==> src/logic/lcdmpu_pkg.sv <==
package lcdmpu_pkg;
    localparam int LCDMPU_DW = 8;
    localparam int LCDMPU_CW = 3;
    localparam logic [2:0] LCDMPU_LAST_BIT = 3'h7;
    localparam logic [7:0] LCDMPU_BYTE_RST = 8'h00;
    localparam logic [1:0] LCDMPU_KIND_INSTR = 2'h0;
    localparam logic [1:0] LCDMPU_KIND_STATUS = 2'h1;
    localparam logic [1:0] LCDMPU_KIND_DATA_WR = 2'h2;
    localparam logic [1:0] LCDMPU_KIND_DATA_RD = 2'h3;

    typedef enum logic [1:0] {
        LCDMPU_IDLE = 2'b00,
        LCDMPU_BUSY = 2'b01
    } lcdmpu_state_t;
endpackage

==> src/logic/lcdmpu_ser_if.sv <==
interface lcdmpu_ser_if;
    logic active;
    logic sdata;
    logic sclk_rise;
    logic byte_valid;
    logic [7:0] byte_data;
    modport rx (input active, input sdata, input sclk_rise, output byte_valid, output byte_data);
    modport top (output active, output sdata, output sclk_rise, input byte_valid, input byte_data);
endinterface

==> src/logic/lcdmpu_ser_rx.sv <==
module lcdmpu_ser_rx
    import lcdmpu_pkg::*;
(
    input wire logic i_clk,
    input wire logic i_rst_n,
    lcdmpu_ser_if.rx ser
);
    logic [7:0] shift;
    logic [LCDMPU_CW-1:0] count;

    always_ff @(posedge i_clk) begin
        if (!i_rst_n || !ser.active) begin
            shift <= LCDMPU_BYTE_RST;
            count <= '0;
        end else if (ser.sclk_rise) begin
            shift <= {shift[6:0], ser.sdata};
            count <= count + 3'h1;
        end
    end

    always_ff @(posedge i_clk) begin
        if (!i_rst_n) begin
            ser.byte_valid <= 1'b0;
            ser.byte_data <= LCDMPU_BYTE_RST;
        end else begin
            ser.byte_valid <= ser.active && ser.sclk_rise && count == LCDMPU_LAST_BIT;
            if (ser.active && ser.sclk_rise && count == LCDMPU_LAST_BIT) begin
                ser.byte_data <= {shift[6:0], ser.sdata};
            end
        end
    end
endmodule

==> src/logic/lcdmpu_top.sv <==
module lcdmpu_top
    import lcdmpu_pkg::*;
(
    input wire logic i_clk,
    input wire logic i_rst_n,
    input wire logic i_hw_init_n,
    input wire logic i_parallel_sel,
    input wire logic i_bus_style_select,
    input wire logic i_cs_n,
    input wire logic i_data_command_select,
    input wire logic i_rd,
    input wire logic i_wr,
    input wire logic [7:0] i_d,
    output logic [7:0] o_d,
    output logic o_d_oe,
    input wire logic i_sdata,
    input wire logic i_sclk,
    output logic o_cmd_valid,
    output logic [7:0] o_cmd_data,
    output logic o_mem_wr,
    output logic [7:0] o_mem_wdata,
    output logic o_mem_rd,
    input wire logic [7:0] i_mem_rdata,
    input wire logic [7:0] i_status
);
    // host bus decode
    logic rst;
    logic sel;
    logic par_access;
    logic strobe;
    logic par_strobe;
    logic read_dir;
    logic start;
    lcdmpu_state_t state;
    lcdmpu_state_t next_state;

    // serial path
    logic sclk_q;
    logic ser_dc;
    logic ser_byte;
    lcdmpu_ser_if ser();

    // one strobe per kind of transfer
    logic [1:0] kind;
    logic [1:0] ser_kind;
    logic par_data_rd;
    logic par_data_wr;
    logic par_status;
    logic par_instr;
    logic ser_data_wr;
    logic ser_instr;
    logic data_wr;

    // holding latch
    logic holding_valid;
    logic [7:0] holding;
    logic commit;

    // strobe level for the selected host timing
    function automatic logic strobe_level(input logic style68, input logic rd, input logic wr);
        return style68 ? rd : (!rd || !wr);
    endfunction

    // read direction for the selected host timing
    function automatic logic read_level(input logic style68, input logic rd, input logic wr);
        return style68 ? wr : !rd;
    endfunction

    // transfer kind from data/command level and direction
    function automatic logic [1:0] transfer_kind(input logic dc, input logic dir);
        return {dc, dir};
    endfunction

    assign rst = !i_rst_n || !i_hw_init_n;
    assign sel = !i_cs_n;
    assign par_access = sel && i_parallel_sel;
    // 68: rd pin is enable high, wr pin is direction; 80: low strobes
    assign strobe = strobe_level(i_bus_style_select, i_rd, i_wr);
    assign par_strobe = par_access && strobe;
    assign read_dir = read_level(i_bus_style_select, i_rd, i_wr);
    assign start = par_strobe && state == LCDMPU_IDLE;
    assign ser.active = sel && !i_parallel_sel;
    assign ser.sdata = i_sdata;
    assign ser.sclk_rise = i_sclk && !sclk_q;

    // serial bytes are writes only, parallel strobes win
    assign kind = transfer_kind(i_data_command_select, read_dir);
    assign ser_kind = transfer_kind(ser_dc, 1'b0);
    assign ser_byte = !start && ser.byte_valid;
    assign par_data_rd = start && kind == LCDMPU_KIND_DATA_RD;
    assign par_data_wr = start && kind == LCDMPU_KIND_DATA_WR;
    assign par_status = start && kind == LCDMPU_KIND_STATUS;
    assign par_instr = start && kind == LCDMPU_KIND_INSTR;
    assign ser_data_wr = ser_byte && ser_kind == LCDMPU_KIND_DATA_WR;
    assign ser_instr = ser_byte && ser_kind == LCDMPU_KIND_INSTR;
    assign data_wr = par_data_wr || ser_data_wr;
    assign commit = data_wr && holding_valid;

    lcdmpu_ser_rx u_rx (
        .i_clk(i_clk),
        .i_rst_n(!rst),
        .ser(ser)
    );

    // strobe tracker: one transfer per strobe, a new one needs an idle gap
    always_comb begin
        next_state = state;
        case (state)
            LCDMPU_IDLE: begin
                if (par_strobe) begin
                    next_state = LCDMPU_BUSY;
                end
            end
            LCDMPU_BUSY: begin
                if (!par_strobe) begin
                    next_state = LCDMPU_IDLE;
                end
            end
            default: begin
                next_state = LCDMPU_IDLE;
            end
        endcase
    end

    always_ff @(posedge i_clk) begin
        if (rst) begin
            state <= LCDMPU_IDLE;
        end else begin
            state <= next_state;
        end
    end

    // serial clock edge detector, idle low
    always_ff @(posedge i_clk) begin
        if (rst) begin
            sclk_q <= 1'b0;
        end else begin
            sclk_q <= ser.active && i_sclk;
        end
    end

    // data/command level taken with every serial rising edge
    always_ff @(posedge i_clk) begin
        if (rst) begin
            ser_dc <= 1'b0;
        end else if (ser.active && ser.sclk_rise) begin
            ser_dc <= i_data_command_select;
        end
    end

    // instruction byte towards the decoder
    always_ff @(posedge i_clk) begin
        if (rst) begin
            o_cmd_valid <= 1'b0;
            o_cmd_data <= LCDMPU_BYTE_RST;
        end else begin
            o_cmd_valid <= par_instr || ser_instr;
            if (par_instr) begin
                o_cmd_data <= i_d;
            end else if (ser_instr) begin
                o_cmd_data <= ser.byte_data;
            end
        end
    end

    // commit of the byte held from the previous data write
    always_ff @(posedge i_clk) begin
        if (rst) begin
            o_mem_wr <= 1'b0;
            o_mem_wdata <= LCDMPU_BYTE_RST;
        end else begin
            o_mem_wr <= commit;
            if (commit) begin
                o_mem_wdata <= holding;
            end
        end
    end

    // fetch request, its answer lands in the holding latch a cycle later
    always_ff @(posedge i_clk) begin
        if (rst) begin
            o_mem_rd <= 1'b0;
        end else begin
            o_mem_rd <= par_data_rd;
        end
    end

    // holding latch shared by data writes and pipelined reads
    always_ff @(posedge i_clk) begin
        if (rst) begin
            holding <= LCDMPU_BYTE_RST;
            holding_valid <= 1'b0;
        end else if (par_data_wr) begin
            holding <= i_d;
            holding_valid <= 1'b1;
        end else if (ser_data_wr) begin
            holding <= ser.byte_data;
            holding_valid <= 1'b1;
        end else if (par_data_rd) begin
            holding_valid <= 1'b0;
        end else if (o_mem_rd) begin
            holding <= i_mem_rdata;
        end
    end

    // read data: status, or the holding latch, which holds the last data byte written or the byte fetched by the previous read
    always_ff @(posedge i_clk) begin
        if (rst) begin
            o_d <= LCDMPU_BYTE_RST;
        end else if (par_data_rd) begin
            o_d <= holding;
        end else if (par_status) begin
            o_d <= i_status;
        end
    end

    // drive only during a parallel read strobe while selected
    always_ff @(posedge i_clk) begin
        if (rst) begin
            o_d_oe <= 1'b0;
        end else begin
            o_d_oe <= par_strobe && read_dir;
        end
    end
endmodule

==> config.mk <==
export PLATFORM = sky130hd
export DESIGN_NAME = lcdmpu_top
export DESIGN_NICKNAME = d
export VERILOG_FILES = /design/src/logic/lcdmpu_pkg.sv /design/src/logic/lcdmpu_ser_if.sv /design/src/logic/lcdmpu_ser_rx.sv /design/src/logic/lcdmpu_top.sv
export SDC_FILE = /design/constraint.sdc
export NUM_CORES = 1
export LEC_CHECK = 0
export ABC_CLOCK_PERIOD_IN_PS = 1500
export BUFFER_PORTS_ARGS = -buffer_cell sky130_fd_sc_hd__buf_4
export CAP_MARGIN = 0
export CORE_ASPECT_RATIO = 1.2
export CORE_MARGIN = 4
export CORE_UTILIZATION = 49
export CTS_BUF_LIST = sky130_fd_sc_hd__clkbuf_4
export DETAILED_ROUTE_END_ITERATION = 12
export GPL_TIMING_DRIVEN = 0
export PLACE_DENSITY = 0.83
export SYNTH_ARGS = -nofsm -noshare
export SYNTH_HDL_FRONTEND = slang
export SYNTH_SLANG_ARGS = --single-unit
==> constraint.sdc <==
create_clock -name i_clk -period 1.5 [get_ports i_clk]
set_clock_uncertainty 0.1 [all_clocks]
set_input_delay 0.075 -clock i_clk [delete_from_list [all_inputs] [get_ports i_clk]]
set_output_delay 0.075 -clock i_clk [all_outputs]
set_load 0.05 [all_outputs]
==> run metrics, run 1 <==
Max-Cap Viols 0; leakage 0.00164 uW; largest net degree at the start of global routing 11; Data required, critical path 1.72 ns; asr flop ratio synth 0%; reg2reg start state[0]$_SDFFE_PP0P_; Synth cell types just over 40; top cells by count, synth 59 x dfxtp_1, 46 x nand2_1, 31 x mux2i_1; area grow syn2layout 52.2%; Final Non-Filler Cells 457; Routed Antenna Nets 0; hpwl dp 4660 um; Post-synth top flop dfxtp_1; via count 2560; total nets after synthesis 308; drt first pass iters 4; synth top area cells dfxtp_1 46%, mux2i_1 12%, nand2_1 6.8%, a21oi_1 4.7%, nor2_1 2.9%; Synth area leader dfxtp_1; H-tree depth 3; PD cells 775 nW/um2; status finished, violations left; Chip Height 87.0 um; violated checks setup timing; Worst Hold Launch i_cs_n; worst-path cell with the longest stage delay dfxtp_2; Max-Slew Margin vs Limit 59.6%; Critical Path AT 1.89 ns; Root Buffer clkbuf_4; FF-to-FF setup slack -0.17 ns; Avg Cell Area, Syn 9.43 um2; PnR worst setup slack -0.171 ns; RR Endpoint holding[3]$_SDFFE_PP0P_; YS warnings 0; routed vias/inst 5.60; number of remaining DRC errors 0; CTS tree done; crit path launch type flip-flop; VDD IR-drop max 0.000580 V; Hold EP u_rx.shift[5]$_SDFFE_PP0P_; Tcrit/Tclk final 111%; nets ~430; Worst Tran Pin Value approximately 0.61 ns; Cell Area, Synth approximately 2500 um2; Critical Path Sink Type flip-flop; CORE AREA 4970 um2; die area 6420 um2; Cell Chain, Critical Path inv_2 > ha_4 > nand3b_4 > buf_8 > buf_4 > mux2i_1 > nand2_1 > a32o_1; Tot GR Track Use 23.9%; port buffer count 62; RSZ-0062 raised after global routing yes; top cell type's share of synthesized area 46.4%; Synth Area in Adders 1.47%; clk slew on worst S/H paths about 0.11 ns; Final Setup Violations 16; Synth Register Bits a little under 60; Worst Reg-to-Reg Cells 8; Post-Synth XOR/XNOR Area less than 1%; number of I/O pins 63; CP max FO 8; Initial Util roughly half; placed insts around 390; post-synthesis sequential area ratio 46.4%; largest family of logic cells by synthesized area simple AND/OR/NAND/NOR gates; drt wl/cell 17.8 um; clock insertion delay at the later pin of the skew report 0.42 ns; max incr delay on CP 0.35 ns; Routed WL ~8000 um; max-slew violations 0; min Tclk post-route 1.67 ns; WP buf/inv 3; proportion of synthesized area in mux cells 12.2%; CTS buffer count 9; area fraction in compound gates after synthesis ~16%; Chip Width 73.8 um; vias in the first global route 2496; Hold/Removal Path Class in -> reg; Final Hold Viols 0; Detailed Route Iter0 Violations 168; first-pass GRT wire length 11700 um; Gate Count Post-Synth between 200 and 300; most numerous cell in the Yosys netlist dfxtp_1; initial antenna violation count 0; EDFF count, synth 0; clk sinks 59; hold path depth 4; gpl congestion 0.804; layout cells sized above 1 34.9%; Worst Path Class, Setup reg -> reg; CP top delay family flip-flops; Post-Synth Simple-Gate Area approximately a fifth; CTS Buffer Depth 2; Final Util about 78%; Site Rows 28; fmax ~600 MHz; GR Overflow Total 0
-- layout make-up --
class                           count  area (um2)
Tap cell                           60        75.1
Multi-Input combinational cell    194        1450
Antenna cell                        2        5.00
Fill cell                         298        1100
Timing Repair Buffer              111         953
Sequential cell                    59        1180
Clock inverter                      5        30.0
Inverter                            1        3.75
Buffer                             14        97.6
Clock buffer                       11        82.6
-- flip-flops by register name, indices dropped and copies added (netlist names), 3 cells and up --
name,count
holding,8
o_cmd_data,8
o_d,8
o_mem_wdata,8
u_rx.ser.byte_data,8
u_rx.shift,7
u_rx.count,3
-- worst max path at each step --
stage | startpoint | end | cells past startpoint
3_5_place_dp | i_rd | holding[0]$_SDFFE_PP0P_ | 9
2_1_floorplan | i_rd | holding[0]$_SDFFE_PP0P_ | 8
3_3_place_gp | i_rd | holding[0]$_SDFFE_PP0P_ | 9
5_1_grt | state[0]$_SDFFE_PP0P_ | holding[3]$_SDFFE_PP0P_ | 8
6_report | state[0]$_SDFFE_PP0P_ | holding[3]$_SDFFE_PP0P_ | 8
4_1_cts | state[0]$_SDFFE_PP0P_ | holding[2]$_SDFFE_PP0P_ | 7
-- power by group --
part           internal (uW)  switching (uW)  total (uW)
Sequential              1580            9.02        1590
Clock                    369             633        1000
Combinational            211             203         414
Total                   2160             845        3000
-- cells by family (layout without fill, tap and decap cells) --
group / after synthesis / after routing
other: 0 / 2
flip-flops: 59 / 59
adder cells (fa/ha/maj): 3 / 3
AND/OR/NAND/NOR: 103 / 103
buffers and inverters: 17 / 142
AO/OA/AOI/OAI: 55 / 55
multiplexers: 31 / 31
XOR/XNOR: 2 / 2
-- per-stage QoR --
step                      hold slack, ns  TNS [ns]  power, uW  cell area [um2]  worst slack (ns)
after floorplan                    0.111    -0.493       1780             2590           -0.0810
after global placement             0.224     -7.14       1900             3130            -0.379
after detailed placement           0.233     -7.53       1900             3130            -0.402
after CTS                         0.0314    -0.862       2940             3710           -0.0793
after global routing              0.0970     -3.05       3100             3870            -0.263
final                             0.0595     -1.37       3000             3880            -0.171
-- cells in the final DEF (no fill, tap or decap), drive strengths merged, types with 2 or more instances in the layout --
cell         instances
dfxtp               59
a21boi               2
dlygate4sd3         33
a22oi                8
nor2b                4
nand2               47
nor4                 2
nand3b               2
ha                   3
a211oi               8
nor2                20
nand2b               8
a32o                 7
clkbuf              16
nand3               10
and2                 2
or2b                 3
buf                 86
clkinvlp             2
diode                2
and3                 2
mux2i               31
clkinv               3
a21oi               25
-- per-layer routing --
metal  up-vias  share of wire (%)  wire length, um  GRT usage (%)
met5         -                  0                0              0
met4         0                4.8              388           14.3
met3        45                6.9              564           6.12
met2       125                 51             4170           41.5
met1      1190                 37             3010           25.3
li1       1200                  -                -              -
-- timing repair --
action | in CTS | in global routing
hold buffers | 34 | 0
setup endpoints to repair | 23 | 36
gates cloned | 1 | 0
pin swaps | 5 | 10
buffers inserted | 8 | 7
endpoints found under the hold margin | 30 | 0
gates resized for setup | 17 | 23
-- worst reg2reg max path, cell delays in order (launching register included) --
cell      delay [ns]
dfxtp_2         0.35
inv_2           0.04
ha_4            0.17
nand3b_4        0.17
buf_8           0.16
buf_4           0.14
mux2i_1         0.13
nand2_1         0.08
a32o_1          0.24
Note: power is estimated with default switching activity, not from simulation.
==> run 2: changes to the inputs <==
--- a/config.mk
+++ b/config.mk
@@ -7,14 +7,16 @@
 export LEC_CHECK = 0
 export ABC_CLOCK_PERIOD_IN_PS = 1500
 export BUFFER_PORTS_ARGS = -buffer_cell sky130_fd_sc_hd__buf_4
-export CAP_MARGIN = 0
+export CAP_MARGIN = 5
 export CORE_ASPECT_RATIO = 1.2
 export CORE_MARGIN = 4
-export CORE_UTILIZATION = 49
+export CORE_UTILIZATION = 50
 export CTS_BUF_LIST = sky130_fd_sc_hd__clkbuf_4
 export DETAILED_ROUTE_END_ITERATION = 12
 export GPL_TIMING_DRIVEN = 0
-export PLACE_DENSITY = 0.83
+export PLACE_DENSITY = 0.84
+export SLEW_MARGIN = 30
 export SYNTH_ARGS = -nofsm -noshare
 export SYNTH_HDL_FRONTEND = slang
+export SYNTH_HIERARCHICAL = 1
 export SYNTH_SLANG_ARGS = --single-unit
==> run metrics, run 2 <==
Synth cell types 36 (-12%); Final Hold Viols 0 (unchanged); Root Buffer clkbuf_4; Routed WL 7370 um (-9.4%); Synth area leader dfxtp_1; # diodes 0 (-2); Chip Height 87.0 um (about the same); worst-path cell with the longest stage delay dfxtp_2; max incr delay on CP 0.34 ns (about the same); leakage 0.00162 uW (-1.1%); post-synthesis sequential area ratio 45.5% (-0.89 points); EDFF count, synth 0 (unchanged); port buffer count 62 (unchanged); min Tclk post-route 1.63 ns (-0.0368 ns); CP top delay family flip-flops; Critical Path AT 1.86 ns (-0.03 ns); Critical Path Sink Type flip-flop; nets 424 (-0.93%); clock insertion delay at the later pin of the skew report 0.42 ns (about the same); gpl congestion 0.800 (-0.55%); Detailed Route Iter0 Violations 170 (+1.2%); status finished, violations left; Synth Register Bits 59 (unchanged); drt first pass iters 4 (unchanged); initial antenna violation count 0 (unchanged); number of remaining DRC errors 0 (unchanged); drt wl/cell 16.3 um (-8.2%); via count 2427 (-5.2%); CTS Buffer Depth 2 (unchanged); leading cell type in the layout, fill and taps excluded buf_4; clk slew on worst S/H paths 0.11 ns (about the same); synth top area cells dfxtp_1 45%, mux2i_1 16%, nand2_1 6.4%, nor2_1 3.5%, a32o_1 2.7%; Final Non-Filler Cells 451 (-1.3%); layout cells sized above 1 33.2% (-1.7 points); WP buf/inv 2 (-1); Tcrit/Tclk final 109% (-2.5 points); Gate Count Post-Synth 270 (unchanged); Initial Util 52.2% (+1.0 points); Routed Antenna Nets 0 (unchanged); PD cells 846 nW/um2 (+9.2%); Final Util 77.9% (unchanged); asr flop ratio synth 0% (unchanged); clk sinks 59 (unchanged); Fillers 311 (+4.4%); CTS tree done; Design Power 3280 uW (+9.2%); crit path launch type flip-flop; Site Rows 28 (unchanged); placed insts 392 (unchanged); max-slew violations 0 (unchanged); Tot GR Track Use 23.0% (-0.83 points); Data required, critical path 1.72 ns (about the same); H-tree depth 3 (unchanged); Worst Tran Pin Value 0.591 ns (-0.0156 ns); Cell Area, Synth 2600 um2 (+2.0%); PnR worst setup slack -0.134 ns (+0.0368 ns); RSZ-0062 raised after global routing yes; Setup TNS -1.13 ns (+0.237 ns); CORE AREA 4970 um2 (unchanged); Hold/Removal Path Class in -> reg; first-pass GRT wire length 11200 um (-4.2%); VDD IR-drop max 0.000710 V (+22%); hpwl dp 4570 um (-1.8%); CTS buffer count 9 (unchanged); CP max FO 8 (unchanged); top cell type's share of synthesized area 45.5% (-0.89 points); area grow syn2layout 49.2%; number of I/O pins 63 (unchanged); fmax 612 MHz (+2.3%); total nets after synthesis 308 (unchanged); Cell Chain, Critical Path inv_2 > ha_4 > nand3b_4 > buf_8 > mux2i_1 > nand2_1 > a32o_1; Max-Cap Viols 0 (unchanged); Worst Path Class, Setup reg -> reg; die area 6420 um2 (about the same); most numerous cell in the Yosys netlist dfxtp_1; violated checks setup timing; routed vias/inst 5.38 (-3.9%); largest net degree at the start of global routing 12 (+1); most frequent cells in the layout 75 x buf_4, 58 x dfxtp_1, 42 x nand2_1, 40 x mux2i_1, 31 x dlygate4sd3_1; GR Overflow Total 0 (unchanged); Avg Cell Area, Syn 9.62 um2 (+2.0%); top cells by count, synth 59 x dfxtp_1, 44 x nand2_1, 41 x mux2i_1; Final Setup Violations 18 (+2); vias in the first global route 2439 (-2.3%); Chip Width 73.8 um (about the same); YS warnings 6 (+6); Post-synth top flop dfxtp_1; Max-Slew Margin vs Limit 60.6% (+1.0 points)
run 2: where the power goes:
part           internal, uW  leakage [uW]  total (uW)  switching (uW)
clock                   668     0.0000779        1290             622
combinational           209       0.00107         403             194
sequential             1580      0.000476        1590            8.21
total                  2460       0.00162        3280             824
run 2: area by class of cell:
type                    count  area [um2]  area share, %
clock inverters             7        92.6           2.39
well taps                  60        75.1           1.94
multi-input cells         189        1420           36.7
clock buffers               9        67.6           1.74
repair buffers            107         901           23.2
flip-flops and latches     59        1180           30.5
inverters                   4        15.0          0.387
plain buffers              16         121           3.13
run 2: layer usage:
layer,vias to the layer above,track usage (%),wire length (um)
met2,101,38.5,3700
met1,1116,25.6,2950
li1,1183,-,-
met3,27,6.58,455
met5,-,0,0
met4,0,13.3,265
run 2: final timing paths:
kind                               startpoint                     endpoint  cells after the start  slack, ns
setup reg to reg        state[0]$_SDFFE_PN0P_      holding[6]$_SDFFE_PN0P_                      7      -0.13
hold / removal                           i_rd          o_mem_rd$_SDFF_PN0_                      5       0.04
hold reg to reg   o_mem_wdata[7]$_SDFFE_PN0P_  o_mem_wdata[7]$_SDFFE_PN0P_                      2       0.37
setup / recovery        state[0]$_SDFFE_PN0P_      holding[6]$_SDFFE_PN0P_                      7      -0.13
run 2: cell families after synthesis:
group,synth area share (%)
adder cells (fa/ha/maj),1.45
AND/OR/NAND/NOR,18.4
buffers and inverters,5.15
flip-flops,45.5
AO/OA/AOI/OAI,13.1
multiplexers,15.8
XOR/XNOR,0.674
run 2: what timing repair did:
item | in CTS | in global routing
setup buffers | 7 | 7
setup endpoints to repair | 26 | 27
cloned | 0 | 0
hold endpoints to repair | 30 | 0
pin swaps | 7 | 11
gates resized for setup | 10 | 17
hold buffers | 31 | 0
run 2: through the flow:
step | hold WS, ns | worst slack (ns) | area (um2)
2_1_floorplan | 0.117 | -0.343 | 2630
3_3_place_gp | 0.216 | -0.639 | 3170
3_5_place_dp | 0.223 | -0.715 | 3170
4_1_cts | 0.0184 | -0.0835 | 3750
5_1_grt | 0.0454 | -0.214 | 3880
6_report | 0.0363 | -0.134 | 3880
run 2: worst reg2reg max path, delay by kind of cell (launching register included):
family / cells / cell delay, ns
adder cells (fa/ha/maj): 1 / 0.16
AND/OR/NAND/NOR: 2 / 0.25
buffers and inverters: 2 / 0.22
multiplexers: 1 / 0.23
AO/OA/AOI/OAI: 1 / 0.25
flip-flops: 1 / 0.34
==> run 3: changes to the inputs <==
--- a/config.mk
+++ b/config.mk
@@ -5,18 +5,18 @@
 export SDC_FILE = /design/constraint.sdc
 export NUM_CORES = 1
 export LEC_CHECK = 0
-export ABC_CLOCK_PERIOD_IN_PS = 1500
+export ABC_CLOCK_PERIOD_IN_PS = 1600
 export BUFFER_PORTS_ARGS = -buffer_cell sky130_fd_sc_hd__buf_4
 export CAP_MARGIN = 5
 export CORE_ASPECT_RATIO = 1.2
 export CORE_MARGIN = 4
-export CORE_UTILIZATION = 50
+export CORE_UTILIZATION = 55
 export CTS_BUF_LIST = sky130_fd_sc_hd__clkbuf_4
 export DETAILED_ROUTE_END_ITERATION = 12
 export GPL_TIMING_DRIVEN = 0
-export PLACE_DENSITY = 0.84
+export MAX_ROUTING_LAYER = met4
+export PLACE_DENSITY = 0.88
 export SLEW_MARGIN = 30
 export SYNTH_ARGS = -nofsm -noshare
 export SYNTH_HDL_FRONTEND = slang
-export SYNTH_HIERARCHICAL = 1
 export SYNTH_SLANG_ARGS = --single-unit
==> constraint.sdc (replaced) <==
create_clock -name i_clk -period 1.6 [get_ports i_clk]
set_clock_uncertainty 0.1 [all_clocks]
set_input_delay 0.08 -clock i_clk [delete_from_list [all_inputs] [get_ports i_clk]]
set_output_delay 0.08 -clock i_clk [all_outputs]
set_load 0.05 [all_outputs]
==> run metrics, run 3 (synthesis results as in run 1) <==
Final Setup Violations 17 (-1); M1 GR Usage 29.6% (+3.9 points); Chip Width 70.1 um (-5.0%); violated checks setup timing; initial antenna violation count 0 (unchanged); status finished, violations left; placed insts 388 (-1.0%); min Tclk post-route 1.70 ns (+0.0635 ns); Critical Path AT 1.93 ns (+0.07 ns); CTS tree done; clock insertion delay at the later pin of the skew report 0.41 ns (about the same); drt wl/cell 18.3 um (+12%); die area 5790 um2 (-9.8%); Final Hold Viols 0 (unchanged); P_sw 745 uW (-9.7%); max-slew violations 0 (unchanged); Tcrit/Tclk final 106% (-2.8 points); CTS Buffer Depth 2 (unchanged); Final Non-Filler Cells 440 (-2.4%); crit path launch type flip-flop; hpwl dp 4670 um (+2.1%); Setup WS pre-CTS -0.332 ns (+0.383 ns); PD cells 820 nW/um2 (-3.1%); critical path launch point state[0]$_SDFFE_PP0P_; Tot GR Track Use 29.5% (+6.5 points); Worst Path Class, Setup reg -> reg; Chip Height 82.6 um (-5.1%); Site Rows 26 (-7.1%); Critical Path Sink Type flip-flop; Data required, critical path 1.83 ns (+0.11 ns); combinational power share 11.7% (-0.6 points); PnR worst setup slack -0.0974 ns (+0.0365 ns); clk sinks 59 (unchanged); # diodes 0 (unchanged); grt met3 use 9.32% (+2.7 points); Worst Hold Launch i_cs_n; vias in the first global route 2602 (+6.7%); Fillers 253 (-19%); Routed Antenna Nets 0 (unchanged); leading cell type in the layout, fill and taps excluded buf_4; Sw Ratio 24.5% (-0.65 points); VDD IR-drop max 0.000692 V (-2.5%); nets 417 (-1.7%); clk slew on worst S/H paths 0.10 ns (about the same); RSZ-0062 raised after global routing yes; Worst Tran Pin Value 0.580 ns (-0.0108 ns); Max-Slew Margin vs Limit 61.4% (+0.72 points); gpl congestion 0.813 (+1.7%); fmax 589 MHz (-3.7%); Hold/Removal Path Class in -> reg; via count 2547 (+4.9%); Routed WL 8050 um (+9.3%); most frequent cells in the layout 67 x buf_4, 57 x dfxtp_1, 45 x nand2_1, 33 x dlygate4sd3_1, 29 x mux2i_1; reg2reg start state[0]$_SDFFE_PP0P_; routed vias/inst 5.79 (+7.6%); layout cells sized above 1 28.6% (-4.6 points); port buffer count 62 (unchanged); Detailed Route Iter0 Violations 186 (+9.4%); number of I/O pins 63 (unchanged); GR Overflow Total 0 (unchanged); clock network power share 39.4% (about the same); number of remaining DRC errors 0 (unchanged); P_int 2300 uW (-6.5%); first-pass GRT wire length 12700 um (+13%); CORE AREA 4360 um2 (-12%); Root Buffer clkbuf_4; H-tree depth 3 (unchanged); global route hottest layer met2; leakage 0.00158 uW (-2.4%); grt met2 use 52.8% (+14 points); largest net degree at the start of global routing 11 (-1); CP max FO 7 (-1); sequential share of power 48.9% (+0.5 points); drt first pass iters 5 (+1); CTS buffer count 9 (unchanged); area grow syn2layout 45.6%; Max-Cap Viols 0 (unchanged); Initial Util 58.4% (+6.2 points)
==> run 3: cell types whose count changed in the layout (fill, tap and decap cells not counted), sizes merged, moves of 3 or more <==
cell | before | now
nand2b | 5 | 8
clkbuf | 13 | 16
nand2 | 44 | 47
mux2i | 41 | 31
nor2 | 24 | 20
a21oi | 14 | 25
buf | 88 | 75
inv | 4 | 1
==> run 3: final cells by class <==
cell class / count / area [um2] / area share (%)
well taps: 56 / 70.1 / 1.89
flip-flops and latches: 59 / 1180 / 31.9
clock inverters: 6 / 80.1 / 2.16
inverters: 1 / 3.75 / 0.101
repair buffers: 100 / 863 / 23.3
plain buffers: 14 / 96.3 / 2.60
clock buffers: 10 / 75.1 / 2.02
multi-input cells: 194 / 1340 / 36.0
==> run 3: final timing paths <==
check,endpoint,slack (ns),cells after the start
hold / removal,u_rx.ser.byte_valid$_SDFF_PP0_,0.07,5
hold reg to reg,o_mem_wdata[2]$_SDFFE_PP0P_,0.37,2
setup / recovery,holding[4]$_SDFFE_PP0P_,-0.1,7
setup reg to reg,holding[4]$_SDFFE_PP0P_,-0.1,7
==> run 3: timing repair <==
| action | CTS | global route |
|---|---|---|
| hold endpoints to repair | 30 | 0 |
| pin swaps | 3 | 5 |
| resized for setup | 9 | 7 |
| hold buffers | 33 | 0 |
| cloned | 0 | 1 |
| endpoints found under the setup margin | 25 | 31 |
| setup buffers | 4 | 0 |
==> run 3: worst max-delay path: stages (launching register included) <==
cell and delay [ns]:
dfxtp_2 0.34, inv_2 0.06, ha_4 0.18, nand2_4 0.08, a21o_1 0.20, buf_6 0.15
a31oi_4 0.24, a32o_1 0.29
==> run 3: per-stage QoR <==
stage / hold WS (ns) / cell area [um2] / utilization, % / setup TNS [ns] / power (uW)
after floorplan: 0.116 / 2560 / - / -0.0275 / 1670
after global routing: 0.0379 / 3710 / 85.1 / -1.70 / 3160
after CTS: 0.0468 / 3660 / 83.9 / 0 / 3020
after global placement: 0.224 / 3100 / 71.1 / -5.54 / 1780
after detailed placement: 0.239 / 3100 / 71.1 / -6.49 / 1780
final: 0.0692 / 3710 / 85.1 / -0.617 / 3040
==> run 3: power by group through the flow <==
stage	Sequential [uW]	Combinational (uW)	Clock [uW]
6_report	1490	355	1200
5_1_grt	1490	381	1290
4_1_cts	1490	338	1200
3_5_place_dp	1520	261	0
3_3_place_gp	1520	256	0
2_1_floorplan	1540	125	0
==> run 3: layer usage <==
metal	routed length, um	share of wire [%]
met1	2990	37
met2	4290	53
met3	528	6.6
met4	242	3.0
met5	0	0
